**src/hdl/aapc_defs.vh**
```
// Register offsets, field positions and reset values of the audio converter control block
`ifndef AAPC_DEFS_VH
`define AAPC_DEFS_VH

// ==========================================================================
// Register byte offsets
`define AAPC_OFS_FE_EN        12'h010
`define AAPC_OFS_SER_OUT      12'h034
`define AAPC_OFS_DL_SRC       12'h108
`define AAPC_OFS_UL_SRC       12'h114
`define AAPC_OFS_UL_MUX       12'h118
`define AAPC_OFS_TOP          12'h120
`define AAPC_OFS_IF_EN        12'h124
`define AAPC_OFS_TONE_GEN     12'h1F0
`define AAPC_OFS_PATH_EN      12'hF00
`define AAPC_OFS_RATE         12'hF04
`define AAPC_OFS_TEST         12'hF08
`define AAPC_OFS_LOFS         12'hF0C
`define AAPC_OFS_ROFS         12'hF10
`define AAPC_OFS_CTONE        12'hF20
`define AAPC_OFS_DCC_EN       12'hF28
`define AAPC_OFS_UPDATE       12'hF2C
`define AAPC_OFS_STATUS       12'hF30

// ==========================================================================
// Field positions
`define AAPC_PATH_DL_BIT      0
`define AAPC_PATH_UL_BIT      1
`define AAPC_REC_RATE_HI      20
`define AAPC_REC_RATE_LO      19
`define AAPC_REC_RATE2_HI     18
`define AAPC_REC_RATE2_LO     17
`define AAPC_UL_MUX_BIT       27
`define AAPC_TG_TONE_ON_BIT   26
`define AAPC_TG_MUTE2_BIT     25
`define AAPC_TG_MUTE1_BIT     24
`define AAPC_DL_VOICE_BIT     5
`define AAPC_DL_GAIN_BIT      1
`define AAPC_TOP_LOOP_HI      15
`define AAPC_TOP_LOOP_LO      12
`define AAPC_SO_FS_HI         11
`define AAPC_SO_FS_LO         8
`define AAPC_SO_I2S_BIT       3
`define AAPC_SO_W32_BIT       1
`define AAPC_RATE_UL_BIT      4
`define AAPC_TEST_LMUTE_BIT   11
`define AAPC_TEST_RMUTE_BIT   10
`define AAPC_TEST_SWAP_BIT    8
`define AAPC_TEST_LOOP_BIT    3
`define AAPC_TEST_TONE_BIT    1
`define AAPC_CT_ON_BIT        15
`define AAPC_CT_DL_BIT        12
`define AAPC_UPD_DCC_BIT      9
`define AAPC_UPD_RATE_BIT     8
`define AAPC_LOOP_SINE        4'h4

// ==========================================================================
// Reset values
`define AAPC_RST_32           32'h0000_0000
`define AAPC_RST_16           16'h0000

`endif

```
**src/hdl/aapc_ctrl.v**
```verilog
// Audio converter path control: register file, update staging and data gating
`timescale 1ns/10ps
`include "aapc_defs.vh"

module aapc_ctrl (
  input  wire        clk_i,         // 100 MHz clock
  input  wire        rst_i,         // Synchronous reset, active high
  input  wire        wb_cyc_i,      // Wishbone cycle
  input  wire        wb_stb_i,      // Wishbone strobe
  input  wire        wb_we_i,       // Wishbone write enable
  input  wire [11:0] wb_adr_i,      // Byte address
  input  wire [3:0]  wb_sel_i,      // Byte lane selects
  input  wire [31:0] wb_dat_i,      // Write data
  output reg  [31:0] wb_dat_o,      // Read data
  output reg         wb_ack_o,      // Acknowledge
  output reg         wb_err_o,      // Unmapped address answer
  input  wire        dl_valid_i,    // Playback sample strobe
  input  wire [15:0] dl_left_i,     // Playback left sample
  input  wire [15:0] dl_right_i,    // Playback right sample
  output reg         dl_valid_o,    // Sample strobe to the DAC
  output reg  [15:0] dl_left_o,     // Left sample to the DAC
  output reg  [15:0] dl_right_o,    // Right sample to the DAC
  input  wire        ul_valid_i,    // Record sample strobe from the ADC
  input  wire [15:0] ul_left_i,     // Record left sample
  input  wire [15:0] ul_right_i,    // Record right sample
  output reg         ul_valid_o,    // Record sample strobe out
  output reg  [15:0] ul_left_o,     // Record left sample out
  output reg  [15:0] ul_right_o,    // Record right sample out
  output reg  [3:0]  playback_rate_code_o, // Applied playback rate
  output reg         record_rate_code_o,   // Applied record rate
  output wire [31:0] ul_src_ctrl_o, // Uplink source control to converter
  output wire [31:0] ul_mux_ctrl_o, // Uplink mux control
  output wire [31:0] tone_ctrl_o,   // Tone generator control
  output wire [31:0] dl_src_ctrl_o, // Downlink source control
  output wire [31:0] top_ctrl_o,    // Converter top control
  output wire [31:0] ser_ctrl_o,    // Serial audio output control
  output wire [15:0] test_ctrl_o,   // Converter test control
  output wire [15:0] ctone_ctrl_o,  // Converter tone control
  output wire        playback_path_on_o, // Playback path live
  output wire        record_path_on_o    // Record path live
);

  // ========================================================================
  // Register file
  reg [31:0] front_end_global_enable;
  reg [31:0] serial_audio_out_control;
  reg [31:0] downlink_source_control;
  reg [31:0] uplink_source_control;
  reg [31:0] uplink_source_mux;
  reg [31:0] converter_top_control;
  reg [31:0] converter_interface_global_enable;
  reg [31:0] tone_generator_control;
  reg [15:0] converter_path_enable;
  reg [15:0] converter_rate_select;
  reg [15:0] converter_test_control;
  reg [15:0] left_offset_value;
  reg [15:0] right_offset_value;
  reg [15:0] converter_tone_control;
  reg [15:0] offset_comp_enable;
  reg [15:0] converter_update_trigger;
  reg [15:0] left_offset_live;
  reg [15:0] right_offset_live;
  reg [1:0]  update_prev;

  wire       wr_req;
  wire       req;
  reg        hit;
  reg [31:0] rd_mux;

  // ========================================================================
  // Helper functions
  // Merge a write through byte lane selects
  function [31:0] aapc_merge;
    input [31:0] old;
    input [31:0] dat;
    input [3:0]  sel;
    begin
      aapc_merge = {sel[3] ? dat[31:24] : old[31:24],
                    sel[2] ? dat[23:16] : old[23:16],
                    sel[1] ? dat[15:8]  : old[15:8],
                    sel[0] ? dat[7:0]   : old[7:0]};
    end
  endfunction

  // Saturating add of an S0.15 offset to a sample
  function [15:0] aapc_addsat;
    input [15:0] a;
    input [15:0] b;
    reg   [16:0] s;
    begin
      s = {a[15], a} + {b[15], b};
      if (s[16] != s[15])
        aapc_addsat = s[16] ? 16'h8000 : 16'h7FFF;
      else
        aapc_addsat = s[15:0];
    end
  endfunction

  // Low-half merge for the 16-bit converter-side registers; the upper
  // lanes carry nothing for them
  function [15:0] wb_sel_merge16;
    input [15:0] old;
    input [31:0] dat;
    input [3:0]  sel;
    begin
      wb_sel_merge16 = {sel[1] ? dat[15:8] : old[15:8],
                        sel[0] ? dat[7:0]  : old[7:0]};
    end
  endfunction

  assign req    = wb_cyc_i & wb_stb_i & ~wb_ack_o & ~wb_err_o;
  assign wr_req = req & wb_we_i & hit;

  always @* begin
    hit    = 1'b1;
    rd_mux = 32'h0000_0000;
    case (wb_adr_i)
      `AAPC_OFS_FE_EN:    rd_mux = front_end_global_enable;
      `AAPC_OFS_SER_OUT:  rd_mux = serial_audio_out_control;
      `AAPC_OFS_DL_SRC:   rd_mux = downlink_source_control;
      `AAPC_OFS_UL_SRC:   rd_mux = uplink_source_control;
      `AAPC_OFS_UL_MUX:   rd_mux = uplink_source_mux;
      `AAPC_OFS_TOP:      rd_mux = converter_top_control;
      `AAPC_OFS_IF_EN:    rd_mux = converter_interface_global_enable;
      `AAPC_OFS_TONE_GEN: rd_mux = tone_generator_control;
      `AAPC_OFS_PATH_EN:  rd_mux = {16'h0000, converter_path_enable};
      `AAPC_OFS_RATE:     rd_mux = {16'h0000, converter_rate_select};
      `AAPC_OFS_TEST:     rd_mux = {16'h0000, converter_test_control};
      `AAPC_OFS_LOFS:     rd_mux = {16'h0000, left_offset_value};
      `AAPC_OFS_ROFS:     rd_mux = {16'h0000, right_offset_value};
      `AAPC_OFS_CTONE:    rd_mux = {16'h0000, converter_tone_control};
      `AAPC_OFS_DCC_EN:   rd_mux = {16'h0000, offset_comp_enable};
      `AAPC_OFS_UPDATE:   rd_mux = {16'h0000, converter_update_trigger};
      // Applied state, read only
      `AAPC_OFS_STATUS:   rd_mux = {14'h0000, record_path_on_o,
                                    playback_path_on_o, 11'h000,
                                    record_rate_code_o,
                                    playback_rate_code_o};
      default:            hit = 1'b0;
    endcase
  end

  // ========================================================================
  // Wishbone slave: one wait-free answer, one cycle after the request
  // Registered ack: a write lands on the edge that raises ack
  always @(posedge clk_i) begin
    if (rst_i) begin
      wb_ack_o <= 1'b0;
      wb_err_o <= 1'b0;
      wb_dat_o <= `AAPC_RST_32;
    end else begin
      wb_ack_o <= req & hit;
      wb_err_o <= req & ~hit;
      if (req & hit & ~wb_we_i)
        wb_dat_o <= rd_mux;
    end
  end

  // ========================================================================
  // Register writes; the status word is acknowledged but never written
  always @(posedge clk_i) begin
    if (rst_i) begin
      front_end_global_enable           <= `AAPC_RST_32;
      serial_audio_out_control          <= `AAPC_RST_32;
      downlink_source_control           <= `AAPC_RST_32;
      uplink_source_control             <= `AAPC_RST_32;
      uplink_source_mux                 <= `AAPC_RST_32;
      converter_top_control             <= `AAPC_RST_32;
      converter_interface_global_enable <= `AAPC_RST_32;
      tone_generator_control            <= `AAPC_RST_32;
      converter_path_enable             <= `AAPC_RST_16;
      converter_rate_select             <= `AAPC_RST_16;
      converter_test_control            <= `AAPC_RST_16;
      left_offset_value                 <= `AAPC_RST_16;
      right_offset_value                <= `AAPC_RST_16;
      converter_tone_control            <= `AAPC_RST_16;
      offset_comp_enable                <= `AAPC_RST_16;
      converter_update_trigger          <= `AAPC_RST_16;
    end else if (wr_req) begin
      case (wb_adr_i)
        `AAPC_OFS_FE_EN:    front_end_global_enable <=
          aapc_merge(front_end_global_enable, wb_dat_i, wb_sel_i);
        `AAPC_OFS_SER_OUT:  serial_audio_out_control <=
          aapc_merge(serial_audio_out_control, wb_dat_i, wb_sel_i);
        `AAPC_OFS_DL_SRC:   downlink_source_control <=
          aapc_merge(downlink_source_control, wb_dat_i, wb_sel_i);
        `AAPC_OFS_UL_SRC:   uplink_source_control <=
          aapc_merge(uplink_source_control, wb_dat_i, wb_sel_i);
        `AAPC_OFS_UL_MUX:   uplink_source_mux <=
          aapc_merge(uplink_source_mux, wb_dat_i, wb_sel_i);
        `AAPC_OFS_TOP:      converter_top_control <=
          aapc_merge(converter_top_control, wb_dat_i, wb_sel_i);
        `AAPC_OFS_IF_EN:    converter_interface_global_enable <=
          aapc_merge(converter_interface_global_enable, wb_dat_i,
                     wb_sel_i);
        `AAPC_OFS_TONE_GEN: tone_generator_control <=
          aapc_merge(tone_generator_control, wb_dat_i, wb_sel_i);
        `AAPC_OFS_PATH_EN:  converter_path_enable <=
          wb_sel_merge16(converter_path_enable, wb_dat_i, wb_sel_i);
        `AAPC_OFS_RATE:     converter_rate_select <=
          wb_sel_merge16(converter_rate_select, wb_dat_i, wb_sel_i);
        `AAPC_OFS_TEST:     converter_test_control <=
          wb_sel_merge16(converter_test_control, wb_dat_i, wb_sel_i);
        `AAPC_OFS_LOFS:     left_offset_value <=
          wb_sel_merge16(left_offset_value, wb_dat_i, wb_sel_i);
        `AAPC_OFS_ROFS:     right_offset_value <=
          wb_sel_merge16(right_offset_value, wb_dat_i, wb_sel_i);
        `AAPC_OFS_CTONE:    converter_tone_control <=
          wb_sel_merge16(converter_tone_control, wb_dat_i, wb_sel_i);
        `AAPC_OFS_DCC_EN:   offset_comp_enable <=
          wb_sel_merge16(offset_comp_enable, wb_dat_i, wb_sel_i);
        `AAPC_OFS_UPDATE:   converter_update_trigger <=
          wb_sel_merge16(converter_update_trigger, wb_dat_i, wb_sel_i);
        default: ;
      endcase
    end
  end

  // ========================================================================
  // Staged settings: applied only on a rising update bit, so a half-written
  // rate pair never reaches the converters
  // Update strobes fire on the 0-to-1 write of each trigger bit only
  wire rate_upd = converter_update_trigger[`AAPC_UPD_RATE_BIT] &
                  ~update_prev[0];
  wire dcc_upd  = converter_update_trigger[`AAPC_UPD_DCC_BIT] &
                  ~update_prev[1];

  always @(posedge clk_i) begin
    if (rst_i) begin
      update_prev          <= 2'b00;
      playback_rate_code_o <= 4'h0;
      record_rate_code_o   <= 1'b0;
      left_offset_live     <= `AAPC_RST_16;
      right_offset_live    <= `AAPC_RST_16;
    end else begin
      update_prev <= {converter_update_trigger[`AAPC_UPD_DCC_BIT],
                      converter_update_trigger[`AAPC_UPD_RATE_BIT]};
      if (rate_upd) begin
        playback_rate_code_o <= converter_rate_select[3:0];
        record_rate_code_o   <=
          converter_rate_select[`AAPC_RATE_UL_BIT];
      end
      if (dcc_upd) begin
        left_offset_live  <= left_offset_value;
        right_offset_live <= right_offset_value;
      end
    end
  end

  // ========================================================================
  // Path gating and sample handling
  wire fe_on   = front_end_global_enable[0];
  wire if_on   = converter_interface_global_enable[0];
  wire glob_on = fe_on & if_on;
  assign playback_path_on_o =
    glob_on & converter_path_enable[`AAPC_PATH_DL_BIT];
  assign record_path_on_o =
    glob_on & converter_path_enable[`AAPC_PATH_UL_BIT];

  wire dcc_on = offset_comp_enable[0];
  wire lmute  = converter_test_control[`AAPC_TEST_LMUTE_BIT];
  wire rmute  = converter_test_control[`AAPC_TEST_RMUTE_BIT];
  wire swap   = converter_test_control[`AAPC_TEST_SWAP_BIT];
  wire loopb  = converter_test_control[`AAPC_TEST_LOOP_BIT];

  // Mutes act after compensation so a muted channel is exactly zero
  reg [15:0] next_dl_left;
  reg [15:0] next_dl_right;
  always @* begin
    next_dl_left  = dcc_on ? aapc_addsat(dl_left_i, left_offset_live)
                           : dl_left_i;
    next_dl_right = dcc_on ? aapc_addsat(dl_right_i, right_offset_live)
                           : dl_right_i;
    if (lmute)
      next_dl_left = 16'h0000;
    if (rmute)
      next_dl_right = 16'h0000;
  end

  always @(posedge clk_i) begin
    if (rst_i) begin
      dl_valid_o <= 1'b0;
      dl_left_o  <= 16'h0000;
      dl_right_o <= 16'h0000;
      ul_valid_o <= 1'b0;
      ul_left_o  <= 16'h0000;
      ul_right_o <= 16'h0000;
    end else begin
      dl_valid_o <= dl_valid_i & playback_path_on_o;
      if (dl_valid_i & playback_path_on_o) begin
        dl_left_o  <= next_dl_left;
        dl_right_o <= next_dl_right;
      end
      // Loopback feeds the processed playback sample into record
      // only while both paths are live; record-only setups lose it
      ul_valid_o <= record_path_on_o &
                    (loopb ? dl_valid_i & playback_path_on_o
                           : ul_valid_i);
      if (record_path_on_o & loopb & dl_valid_i & playback_path_on_o) begin
        ul_left_o  <= swap ? next_dl_right : next_dl_left;
        ul_right_o <= swap ? next_dl_left  : next_dl_right;
      end else if (record_path_on_o & ~loopb & ul_valid_i) begin
        ul_left_o  <= swap ? ul_right_i : ul_left_i;
        ul_right_o <= swap ? ul_left_i  : ul_right_i;
      end
    end
  end

  // Remaining configuration passes straight to the converter front end
  assign ul_src_ctrl_o = uplink_source_control;
  assign ul_mux_ctrl_o = uplink_source_mux;
  assign tone_ctrl_o   = tone_generator_control;
  assign dl_src_ctrl_o = downlink_source_control;
  assign top_ctrl_o    = converter_top_control;
  assign ser_ctrl_o    = serial_audio_out_control;
  assign test_ctrl_o   = converter_test_control;
  assign ctone_ctrl_o  = converter_tone_control;

endmodule

```
**config.mk**
```make
export PLATFORM = sky130hd
export DESIGN_NAME = aapc_ctrl
export DESIGN_NICKNAME = d
export VERILOG_FILES = /design/src/hdl/aapc_ctrl.v
export VERILOG_INCLUDE_DIRS = /design/src /design/src/hdl
export SDC_FILE = /design/constraint.sdc
export NUM_CORES = 1
export LEC_CHECK = 0
export ABC_AREA = 0
export BUFFER_PORTS_ARGS = -buffer_cell sky130_fd_sc_hd__buf_2
export CAP_MARGIN = 10
export CELL_PAD_IN_SITES_DETAIL_PLACEMENT = 1
export CELL_PAD_IN_SITES_GLOBAL_PLACEMENT = 1
export CORE_MARGIN = 5
export CORE_UTILIZATION = 38
export DETAILED_ROUTE_END_ITERATION = 8
export GPL_TIMING_DRIVEN = 0
export PLACE_DENSITY = 0.78
export RECOVER_POWER = 25
export REMOVE_ABC_BUFFERS = 1
export SLEW_MARGIN = 15
export SYNTH_ARGS = -nofsm -noshare
export SYNTH_HDL_FRONTEND = slang
export SYNTH_SLANG_ARGS = --single-unit
```
**constraint.sdc**
```tcl
create_clock -name clk_i -period 3.6 [get_ports clk_i]
set_clock_uncertainty 0.1 [all_clocks]
set_input_delay 0.72 -clock clk_i [delete_from_list [all_inputs] [get_ports clk_i]]
set_output_delay 0.72 -clock clk_i [all_outputs]
set_load 0.005 [all_outputs]
```
==> results summary, run 1 <==
The congestion estimate from routability-driven global placement came to ~0.9. Static timing analysis puts the maximum clock frequency at 287.5 MHz. The global-route wire length before repair came out at ~150000 microns. The routed length per placed instance is between 20 and 30 microns.

The number of levels in the clock H-tree came out at 2. The insertion delay of the later-clocked pin in the worst-skew pair came out at slightly above 600 ps. The post-layout net count came out at about 3300.

Internal power comes to 0.009521 W. The total global routing overflow is 0. The number of standard-cell rows in the floorplan came out at just over 90. The number of flops mapped to enable cells by yosys is 0. For this run, the number of Yosys warnings is 0.

The required time at the endpoint of the critical path is between 4000 and 5000 ps. The mean instance size in the synthesized netlist is approximately 8.6 sq um. The critical path's largest stage delay came out at roughly 670 ps. The switching power summed over all nets is ~0.0029 W. The non-filler instance count after layout came out at around 4000. STA classifies the critical path startpoint as an input pin. For this design the top-level I/O count stands at 450. In the layout the commonest cells are dfxtp_1 (521), nand2_1 (491), nor2_1 (365). Yosys attributes the largest share of cell area to dfxtp_1 (44%), mux2i_1 (11%), nand2_1 (7.8%), nor2_1 (6.0%), a21oi_1 (5.6%). The worst hold path cell count is 3. The sequential power share came out at roughly 47%.

For this run, the leading register cell type out of synthesis is dfxtp_1. On the critical path, the stage with the largest delay is an instance of nor2_1. The max-slew violation count is 0. The register bit total from synthesis is between 500 and 600.

The core area is 0.06183 sq mm. The depth of the worst register-to-register path came out at 11. The placed instance count came out at approximately 4000.

The flow ran to the end, and the final reports show no timing, DRC or antenna violations. In this design, the largest share of critical-path delay is due to simple AND/OR/NAND/NOR gates. In this run the worst path has a maximum fanout of 18.

Input and output buffers added on the ports amount to between 400 and 500. The arrival time of the worst setup path is a little under 4000 ps. For this run, design rule violations remaining after detail routing come to 0. The number of buffers and inverters on the critical path came out at 1. The die covers 0.06765 sq mm. TritonCTS built the clock tree. The transition time at the pin with the least slew margin came out at approximately 1100 ps. In this run the most critical hold path is launched from wb_dat_i[19]. The initial core utilization came out at roughly two fifths.

The switching portion of total power came out at between 20 and 25%. The post-synthesis to final-layout area growth is 22.28%. The power per cell area is about 430 mW/mm^2. After detailed routing, the number of vias per cell comes to around 5.9. The clock net sink count is ~520.

The max-slew headroom at the worst pin is 26.52%. The sequential fraction of the synthesis area is ~44%. The power share of the combinational group is under 10%.

The maximum number of pins on one net before global-route repair came out at 140. After synthesis, the netlist uses 75 different library cells. Walking the worst path, the cells encountered are buf_2, nor3_2, and2_1, o21ai_1, a211o_1, a21o_1, nor2_8, nand2_2, nor2_1, nand2_1, a21oi_1. The post-synthesis instance area is ~0.024 sq mm. The path class of the tightest hold or removal check is in -> reg. Leaving out fill and tap cells, the most frequent cell in the layout is dfxtp_1. Summed over all layers, the routed wires come to 101100 microns. The share of Yosys cell area claimed by the top area cell type is 44.05%. In this run the remaining antenna-violating nets after routing total 0. The worst register-to-register path begins at left_offset_live[1]$_SDFFE_PP0P_. The synthesized instance count is 2769. The sort of element at the end of the critical path is a flop. TritonCTS created 57 clock buffers. The share of final-layout standard cells stronger than drive strength 1 is roughly 18%. The biggest area consumer among synthesized cells is dfxtp_1. The total leakage power came out at 10.41 nW. The register-to-register setup slack came out at 160 ps. The clock slew seen by the registers of the worst setup and hold paths came out at 60 ps. The horizontal die dimension is around 260 microns. The worst setup path is of the in -> reg kind. The number of global-route vias before repair is 24162. The total setup violations reported at the end of the flow came out at 0.

The via count of the routed design is 23572. The worst hold path terminates at converter_interface_global_enable[19]$_SDFFE_PP0P_. CTS placed an instance of clkbuf_16 at the clock tree root. The accumulated negative setup slack is 0 ps.

The total iterations of the first detailed-routing run is 6. The maximum root-to-sink buffer count is 3. For this block, the initial DRC count from the detailed router was around 1900. The number of antenna violations at the first check in global routing is 10.

The highest ir drop seen on vdd came out at roughly 380 uV. The number of violations of the max-capacitance limit is 0. The portion of the clock cycle consumed by the worst path in the final layout came out at 96.60%. The fraction of registers with async set or reset after synthesis is 0%.

Once detailed placement completed, the half-perimeter wirelength came to 72800 microns. The part of the power in the clock network came out at between 40% and 50%. Subtracting the final worst setup slack from the clock period gives around 3500 ps.

Summing internal, switching and leakage power gives around 0.012 W. The worst flop-to-flop path endpoint is ul_right_o[1]$_SDFFE_PP0P_. Measured along the y axis, the die boundary spans approximately 260 microns. In the global route stage, overall resource usage came out at approximately 28%. The final hold violation count is 0.
-- worst max path at each step --
stage,cells after the start,endpoint,from
2_1_floorplan,8,wb_dat_o[10]$_SDFFE_PP0P_,wb_adr_i[3]
3_3_place_gp,4,ul_left_o[3]$_SDFFE_PP0P_,rst_i
3_5_place_dp,11,test_ctrl_o[3]$_SDFFE_PP0P_,wb_adr_i[3]
4_1_cts,12,dl_right_o[14]$_SDFFE_PP0P_,aapc_addsat.b[0]$_SDFFE_PP0P_
5_1_grt,12,dl_right_o[3]$_SDFFE_PP0P_,aapc_addsat.b[0]$_SDFFE_PP0P_
6_report,11,front_end_global_enable[17]$_SDFFE_PP0P_,wb_adr_i[9]
-- tightest hold or removal path, delay by kind of cell --
| family | cells | cell delay, ps |
|---|---|---|
| buffers and inverters | 1 | 150 |
| and+or+nand+nor | 1 | 60 |
| AOI/OAI and AO/OA | 1 | 50 |
-- state kept, by name, indices dropped and copies added, names as in the netlist, 32 cells and up --
name                               cells
tone_ctrl_o                           32
ser_ctrl_o                            32
ul_src_ctrl_o                         32
front_end_global_enable               32
top_ctrl_o                            32
ul_mux_ctrl_o                         32
converter_interface_global_enable     32
wb_dat_o                              32
dl_src_ctrl_o                         32
-- cells in the mapped netlist, drive strengths merged (15+ instances only) --
cell    count
dfxtp     523
nand2     496
nor2      417
a21oi     268
mux2i     263
clkbuf    177
a221oi     60
a22oi      60
o21ai      54
a22o       51
a211oi     36
nand4      33
ha         32
nor3       27
nand3      26
a222oi     18
xnor2      16
a311oi     15
-- per-layer routing --
metal  global-route usage (%)  share of wire, %  vias up  wire length (microns)
li1                         -                 -    10590                      -
met1                    34.14                40    11786                  40390
met4                    10.99               4.0       12                   4012
met5                        0             0.078        -                     79
met3                    6.544               7.7      245                   7823
met2                    48.86                48      939                  48740
-- stage by stage --
step                      instance area (sq um)  hold WS (ps)  setup slack, ps  util [%]
after floorplan                           23040         325.2           -663.0         -
final                                     29060         305.5            122.3     47.01
after global placement                    26340         337.7            -7362     42.60
after CTS                                 29170         275.5            32.24     47.18
after global routing                      29060         305.4           -20.51     47.00
after detailed placement                  27030         346.8           -858.5     43.72
-- kinds of logic after synthesis --
| group | synth area share [%] |
|---|---|
| simple gates | 20.11 |
| compound gates | 18.49 |
| flops | 44.05 |
| mux | 11.12 |
| buf+inv | 3.232 |
| fa+ha+maj | 2.027 |
| xor+xnor | 0.9581 |
-- layout make-up --
class / instances / area, sq um
Fill cell: 7420 / 32760
Multi-Input combinational cell: 2047 / 12770
Sequential cell: 523 / 10480
Timing Repair Buffer: 496 / 2754
Clock buffer: 87 / 1730
Tap cell: 837 / 1047
Clock inverter: 20 / 239.0
Inverter: 11 / 41.29
Antenna cell: 4 / 10.01
-- power groups by stage --
stage          Sequential (W)  Combinational [W]  Clock (W)
4_1_cts               0.00579           0.000459    0.00621
2_1_floorplan         0.00592           0.000131          0
5_1_grt               0.00578           0.000501    0.00642
3_3_place_gp          0.00592           0.000427          0
3_5_place_dp          0.00592           0.000454          0
6_report              0.00579           0.000470    0.00613
-- what timing repair did --
| action | CTS | global route |
|---|---|---|
| gates resized for setup | 14 | 10 |
| hold endpoints to repair | 0 | 0 |
| setup endpoints to repair | 234 | 23 |
| buffers inserted | 7 | 0 |
| pin swaps | 6 | 1 |
| hold buffers | 0 | 0 |
No activity file was read; power rests on OpenSTA's default activity.
==> run 2: changes to the inputs <==
==> constraint.sdc (replaced) <==
create_clock -name clk_i -period 3.6 [get_ports clk_i]
set_clock_uncertainty 0.1 [all_clocks]
set_input_delay 0.18 -clock clk_i [delete_from_list [all_inputs] [get_ports clk_i]]
set_output_delay 0.18 -clock clk_i [all_outputs]
set_load 0.005 [all_outputs]
==> run 2 against run 1 <==
Cell count rose by 1.7%; worst hold slack got worse by 270 ps; combinational power rose by 14%; critical path type unchanged; largest power group unchanged.
==> results summary, run 2 (same netlist as run 1, synthesis figures left out) <==
Result of the run: finished clean (unchanged). The via density per instance came out at 5.837 (was 5.856). The die footprint is 0.06765 sq mm (unchanged). The required time at the endpoint of the critical path is 4010 ps (was 4050 ps). The core area came out at 0.06183 sq mm (unchanged).

The maximum root-to-sink buffer count was 3 (unchanged). The global-route usage over all layers is 28.58% (was 28.25%). The share of final-layout standard cells stronger than drive strength 1 is 16.42% (was 17.62%). The class of the tightest hold or removal check was in -> reg (unchanged). The number of standard-cell rows in the floorplan came out at 91 (unchanged). The worst hold-check slack was 30.93 ps (was 305.5 ps). The insertion delay of the later-clocked pin in the worst-skew pair came out at 620 ps (about the same). The achievable clock frequency came to 289.0 MHz (was 287.5 MHz). The post-layout net count came out at 3358 (was 3289). The power per cell area is 420.1 mW/mm^2 (was 426.2 mW/mm^2). The die height is 260.1 microns (unchanged). The endpoint of the worst hold-timing path is ul_right_o[13]$_SDFFE_PP0P_ (was converter_interface_global_enable[19]$_SDFFE_PP0P_).

The final HPWL from detailed placement came out at 72800 microns (unchanged). The total leakage power is 10.59 nW (was 10.41 nW). The number of violations of the max-capacitance limit is 0 (unchanged). The most frequent standard cell in the layout excluding fill and tap cells is dfxtp_1 (unchanged). The largest fanout on the critical path is 18 (unchanged). The number of global-route vias before repair is 24566 (was 24162). The final weighted congestion in routability-driven placement came to 0.8970 (unchanged). The final critical path time including I/O delays and setup came out at 3460 ps (was 3478 ps). The number of antenna violations at the first check in global routing is 9 (was 10). The number of placed I/O pins came out at 450 (unchanged). The total setup violations reported at the end of the flow was 0 (unchanged). The clock tree from TritonCTS is built (unchanged). The buffer type at the clock tree root is clkbuf_16 (unchanged).

The depth of the worst register-to-register path came out at 12 (was 11). The worst hold path cell count is 5 (was 3). Series of cell instances along the critical path: buf_2, nor4b_1, nand3_1, o31ai_1, a211oi_1, a21o_1, nor2_8, nand2_2, or2_2, nand2_1, a21oi_1, dlygate4sd3_1 (was buf_2, nor3_2, and2_1, o21ai_1, a211o_1, a21o_1, nor2_8, nand2_2, nor2_1, nand2_1, a21oi_1). The port buffer count came out at 449 (unchanged). The worst flop-to-flop path endpoint was dl_left_o[14]$_SDFFE_PP0P_ (was ul_right_o[1]$_SDFFE_PP0P_).

The final hold violation count is 0 (unchanged). The total CTS buffers is 57 (unchanged). The filler cell count in the final layout is 7408 (was 7420). The portion of the clock cycle consumed by the worst path in the final layout is 96.10% (was 96.60%).

The global-route wire length before repair came out at 151600 microns (was 149700 microns). The path type of the worst setup path is in -> reg (unchanged). The number of levels in the clock H-tree came out at 2 (unchanged). The number of buffers and inverters on the critical path is 2 (was 1). The max-slew headroom at the worst pin came out at 25.62% (was 26.52%). The placed instance count is 3907 (unchanged). The overall routed net length came out at 102200 microns (was 101100 microns). The transition time at the pin with the least slew margin came out at 1110 ps (was 1096 ps). The maximum number of pins on one net before global-route repair is 140 (unchanged). The arrival time of the worst setup path came out at 3870 ps (was 3930 ps).

The highest ir drop seen on vdd came out at 381.9 uV (was 382.9 uV). The gate family responsible for the most delay along the worst path is simple AND/OR/NAND/NOR gates (unchanged). The total power is 0.01247 W (was 0.01239 W). Most used cells in the layout excluding fill and tap cells: dfxtp_1 (521), nand2_1 (491), nor2_1 (365) (unchanged). The launch point of the worst reg-to-reg path is left_offset_live[0]$_SDFFE_PP0P_ (was left_offset_live[1]$_SDFFE_PP0P_). The slowest stage cell on the critical path is nor4b_1 (was nor2_1). The post-synthesis to final-layout area growth came out at 24.85% (was 22.28%). The clock net sink count is 523 (unchanged).

The post-route DRC violation count was 0 (unchanged). The critical path's largest stage delay is 900 ps (was 670 ps). The clock slew seen by the registers of the worst setup and hold paths is 60 ps (about the same).

The category of the worst setup path launch point is an input pin (unchanged). The total global routing overflow is 0 (unchanged). The sort of element at the end of the critical path was a flop (unchanged). The horizontal die dimension came out at 260.1 microns (unchanged). The via count of the routed design came out at 23883 (was 23572). The register-to-register setup slack came out at 150 ps (was 160 ps). The DRC marker count from the first detailed-route iteration came out at 1940 (was 1857). The max-slew violation count is 0 (unchanged). The launch point of the worst hold path was ul_right_i[13] (was wb_dat_i[19]). The total iterations of the first detailed-routing run came to 6 (unchanged).

The non-filler instance count after layout was 4092 (was 4025). The initial core utilization came out at 38.44% (unchanged). The number of nets with antenna violations after detailed routing came out at 0 (unchanged). The routed length per placed instance came out at 24.97 microns (was 25.11 microns).
[run 2: changes by cell type in the layout (fill, tap and decap cells not counted)]
| cell | before | now |
|---|---|---|
| buf_2 | 307 | 288 |
| nor4b_1 | 1 | 2 |
| clkbuf_1 | 150 | 169 |
| buf_4 | 19 | 17 |
| buf_12 | 8 | 3 |
| nor4b_2 | 1 | 0 |
| diode_2 | 4 | 2 |
| dlygate4sd3_1 | 0 | 76 |
[run 2: layout make-up]
cell class | count | area [sq um] | share of cell area [%]
timing repair buffer | 565 | 3376 | 11.38
inverter | 11 | 41.29 | 0.1391
sequential | 523 | 10480 | 35.30
clock inverter | 20 | 239.0 | 0.8054
antenna | 2 | 5.005 | 0.01687
tap | 837 | 1047 | 3.529
multi-input combinational | 2047 | 12760 | 43.00
clock buffer | 87 | 1730 | 5.831
[run 2: how the worst max path moves through the flow]
stage                                                       from                                                  to  slack [ps]  cells after the start
5_1_grt                            aapc_addsat.b[0]$_SDFFE_PP0P_                          dl_right_o[3]$_SDFFE_PP0P_         -20                     12
2_1_floorplan                                        wb_adr_i[3]                           wb_dat_o[10]$_SDFFE_PP0P_        -120                      8
3_3_place_gp                                               rst_i                           ul_left_o[3]$_SDFFE_PP0P_       -6820                      4
6_report                                             wb_adr_i[5]  converter_interface_global_enable[27]$_SDFFE_PP0P_         140                     12
4_1_cts                            aapc_addsat.b[0]$_SDFFE_PP0P_                         dl_right_o[14]$_SDFFE_PP0P_          30                     12
3_5_place_dp   converter_interface_global_enable[0]$_SDFFE_PP0P_                          ul_right_o[7]$_SDFFE_PP0P_        -590                      6
[run 2: worst min-delay path, cell delays in order]
cell      delay [ps]
buf_2             90
mux2i_1           60
nor2_1            90
a211oi_1          60
a211oi_1         200
[run 2: through the flow]
stage	cell area, sq um	TNS (ps)	setup slack (ps)	util [%]
after CTS	29810	0	32.24	48.21
after floorplan	23040	-1370	-123.0	-
after detailed placement	27030	-61720	-589.2	43.72
after global placement	26340	-1866970	-6822	42.60
after global routing	29670	-60.49	-20.07	48.00
final	29670	0	140.2	48.00
[run 2: repair_timing]
item,4_1_cts,5_1_grt
gates cloned,0,0
pin swaps,0,1
setup endpoints to repair,33,24
setup buffers,0,0
resized for setup,12,11
hold buffers,76,0
hold endpoints to repair,432,0
[run 2: routing by layer]
layer | track usage [%] | vias to the layer above | wire, microns
met5 | 0 | - | 54
met4 | 10.70 | 10 | 3796
met3 | 6.272 | 241 | 7909
met2 | 49.95 | 1006 | 49860
met1 | 34.47 | 11893 | 40540
li1 | - | 10733 | -
[run 2: power by group]
group,leakage (nW),internal (W),switching (W)
clock network,0.972,0.00360,0.00254
logic,5.41,0.000184,0.000354
registers,4.21,0.00579,0.000000651
total,10.6,0.00957,0.00289
==> run 3: changes to the inputs <==
--- a/constraint.sdc
+++ b/constraint.sdc
@@ -3,3 +3,3 @@
 set_input_delay 0.18 -clock clk_i [delete_from_list [all_inputs] [get_ports clk_i]]
 set_output_delay 0.18 -clock clk_i [all_outputs]
-set_load 0.005 [all_outputs]
+set_load 0.1 [all_outputs]
==> run 3 against run 2 <==
Combinational power rose by 0.7%; clock-buffer cell count did not move; worst setup slack improved by 0.98 ps; total power barely moved; first-iteration DRC count rose by 2.9%; critical path depth did not move; via count barely moved; sequential power barely moved; largest cell class unchanged.
==> results summary, run 3 (same netlist as run 1, synthesis figures left out) <==
The post-route DRC violation count came to 0 (unchanged). The instance area at placement came out at 0.02703 sq mm (unchanged). The worst flop-to-flop path endpoint is ul_right_o[1]$_SDFFE_PP0P_ (was dl_left_o[14]$_SDFFE_PP0P_). The final instance area is 0.02963 sq mm (was 0.02967 sq mm). The global-route usage over all layers came out at 28.58% (unchanged). The switching portion of total power came out at 23.17% (was 23.21%). The switching power summed over all nets is 0.002888 W (was 0.002893 W).

The launch point of the worst hold path is ul_right_i[13] (unchanged). The worst setup slack before clock tree synthesis is -589.2 ps (unchanged). The clock net sink count came out at 523 (unchanged). The number of placed I/O pins came out at 450 (unchanged). The via count of the routed design came to 23871 (was 23883). The achievable clock frequency came out at 289.1 MHz (was 289.0 MHz).

The maximum number of pins on one net before global-route repair is 140 (unchanged). The arrival time of the worst setup path was 3880 ps (was 3870 ps). The total setup violations reported at the end of the flow is 0 (unchanged). The total global routing overflow is 0 (unchanged). The max-slew headroom at the worst pin was 9.790% (was 25.62%). The power share of the combinational group came out at 4.4% (was 4.3%).

The final critical path time including I/O delays and setup came out at 3459 ps (was 3460 ps). The sort of element at the end of the critical path is a flop (unchanged). The sequential power share is 46.4% (about the same). The clock tree from TritonCTS is built (unchanged). The worst hold path cell count came out at 5 (unchanged). The most frequent standard cell in the layout excluding fill and tap cells is dfxtp_1 (unchanged).

The port buffer count was 449 (unchanged). The max-slew violation count was 0 (unchanged). The worst hold-check slack is 32.14 ps (was 30.93 ps).

The total leakage power came out at 10.41 nW (was 10.59 nW). The cell internal power dissipation came out at 0.009573 W (was 0.009574 W). The final weighted congestion in routability-driven placement is 0.8970 (unchanged). The largest fanout on the critical path came out at 18 (unchanged). The endpoint of the worst hold-timing path is ul_right_o[13]$_SDFFE_PP0P_ (unchanged).

The path type of the worst setup path was in -> reg (unchanged). The final worst setup slack came out at 141.2 ps (was 140.2 ps). The number of global-route vias before repair is 24566 (unchanged). The via density per instance came to 5.831 (was 5.837).

The register-to-register setup slack is 150 ps (about the same). The die height is 260.1 microns (unchanged). The final hold violation count is 0 (unchanged). Most used cells in the layout excluding fill and tap cells: dfxtp_1 (521), nand2_1 (491), nor2_1 (365) (unchanged).

The global-route wire length before repair came out at 151600 microns (unchanged). The number of antenna violations at the first check in global routing is 9 (unchanged). The total CTS buffers came out at 57 (unchanged).

The highest ir drop seen on vdd is 382.7 uV (was 381.9 uV). The DRC marker count from the first detailed-route iteration is 1997 (was 1940). The final HPWL from detailed placement came out at 72800 microns (unchanged).

The non-filler instance count after layout is 4094 (was 4092). The horizontal die dimension came to 260.1 microns (unchanged). The setup fix buffers added after clock tree synthesis came out at 0 (unchanged). The initial core utilization came out at 38.44% (unchanged). The core area came out at 0.06183 sq mm (unchanged). The depth of the worst register-to-register path came out at 11 (was 12). The total routed wire length on the met1 layer is 40470 microns (was 40540 microns). The launch point of the worst reg-to-reg path is left_offset_live[1]$_SDFFE_PP0P_ (was left_offset_live[0]$_SDFFE_PP0P_). The uppermost signal routing layer after detailed routing is met5 (unchanged).

The total power is 0.01246 W (was 0.01247 W). The placed instance count is 3907 (unchanged). The transition time at the pin with the least slew margin came out at 1359 ps (was 1110 ps). The post-layout net count is 3358 (unchanged). The required time at the endpoint of the critical path came out at 4020 ps (was 4010 ps).

The clock slew seen by the registers of the worst setup and hold paths is 60 ps (about the same). The die footprint is 0.06765 sq mm (unchanged). The post-synthesis to final-layout area growth is 24.65% (was 24.85%). The number of levels in the clock H-tree came out at 2 (unchanged). The buffer type at the clock tree root is clkbuf_16 (unchanged). The number of nets with antenna violations after detailed routing came to 0 (unchanged). The power per cell area came out at 420.6 mW/mm^2 (was 420.1 mW/mm^2). The share of final-layout standard cells stronger than drive strength 1 came to 15.12% (was 16.42%).

The class of the tightest hold or removal check is in -> reg (unchanged). The insertion delay of the later-clocked pin in the worst-skew pair came out at 630 ps (was 620 ps). Result of the run: finished clean (unchanged). The maximum root-to-sink buffer count came out at 3 (unchanged).

The overall routed net length is 102000 microns (was 102200 microns). The number of violations of the max-capacitance limit was 0 (unchanged). The total iterations of the first detailed-routing run came out at 5 (was 6).

The routed length on met2 is 49610 microns (was 49860 microns). The number of standard-cell rows in the floorplan came out at 91 (unchanged). The amount of wire on met3 after detailed routing came out at 8032 microns (was 7909 microns). The category of the worst setup path launch point is an input pin (unchanged). The part of the power in the clock network is 49.2% (was 49.3%). The portion of the clock cycle consumed by the worst path in the final layout came to 96.08% (was 96.10%).

The routed length per placed instance is 24.92 microns (was 24.97 microns).
run 3: changes by cell type in the layout (fill, tap and decap cells not counted), sizes merged:
cell    delta
buf       -45
clkbuf    +45
diode      +2
run 3: critical path: stages:
cell           delay (ps)
buf_2                 230
nor4b_1               900
nand3_1               150
o31ai_1               120
a211oi_1              140
a21o_1                360
nor2_8                330
nand2_2               240
or2_2                 440
nand2_1               100
a21oi_1                60
dlygate4sd3_1         600
run 3: power groups by stage:
stage | Combinational (W) | Clock [W] | Sequential, W
after floorplan | 0.000131 | 0 | 0.00592
after global placement | 0.000432 | 0 | 0.00592
final | 0.000542 | 0.00613 | 0.00579
after detailed placement | 0.000459 | 0 | 0.00592
after CTS | 0.000529 | 0.00621 | 0.00579
after global routing | 0.000576 | 0.00643 | 0.00578
run 3: per-layer routing:
metal,global-route usage (%),vias up
li1,-,10744
met1,34.47,11842
met2,49.95,1032
met3,6.272,243
met4,10.70,10
met5,0,-
run 3: worst max-delay path by stage:
stage	start	cells past startpoint	end
after floorplan	test_ctrl_o[8]$_SDFFE_PP0P_	4	ul_right_o[3]$_SDFFE_PP0P_
after global placement	rst_i	4	ul_left_o[3]$_SDFFE_PP0P_
after detailed placement	converter_interface_global_enable[0]$_SDFFE_PP0P_	6	ul_right_o[7]$_SDFFE_PP0P_
after CTS	aapc_addsat.b[0]$_SDFFE_PP0P_	12	dl_right_o[14]$_SDFFE_PP0P_
after global routing	aapc_addsat.b[0]$_SDFFE_PP0P_	12	dl_right_o[3]$_SDFFE_PP0P_
final	wb_adr_i[5]	12	converter_interface_global_enable[27]$_SDFFE_PP0P_
run 3: per-stage QoR:
step | utilization (%) | setup TNS, ps
floorplan | - | -14250
global placement | 42.60 | -1866970
detailed placement | 43.72 | -61720
CTS | 48.21 | 0
global route | 47.91 | -60.49
finish | 47.92 | 0
run 3: layout make-up:
class	instances	area, sq um
sequential	523	10480
multi-input combinational	2047	12760
tap	837	1047
clock inverter	20	239.0
timing repair buffer	565	3323
inverter	11	41.29
fill	7419	32200
clock buffer	87	1730
antenna	4	10.01
run 3: repair_timing:
item / CTS / global route
pin swaps: 0 / 1
hold buffers: 76 / 0
gates cloned: 0 / 0
setup endpoints to repair: 33 / 24
resized for setup: 12 / 11
endpoints found under the hold margin: 432 / 0
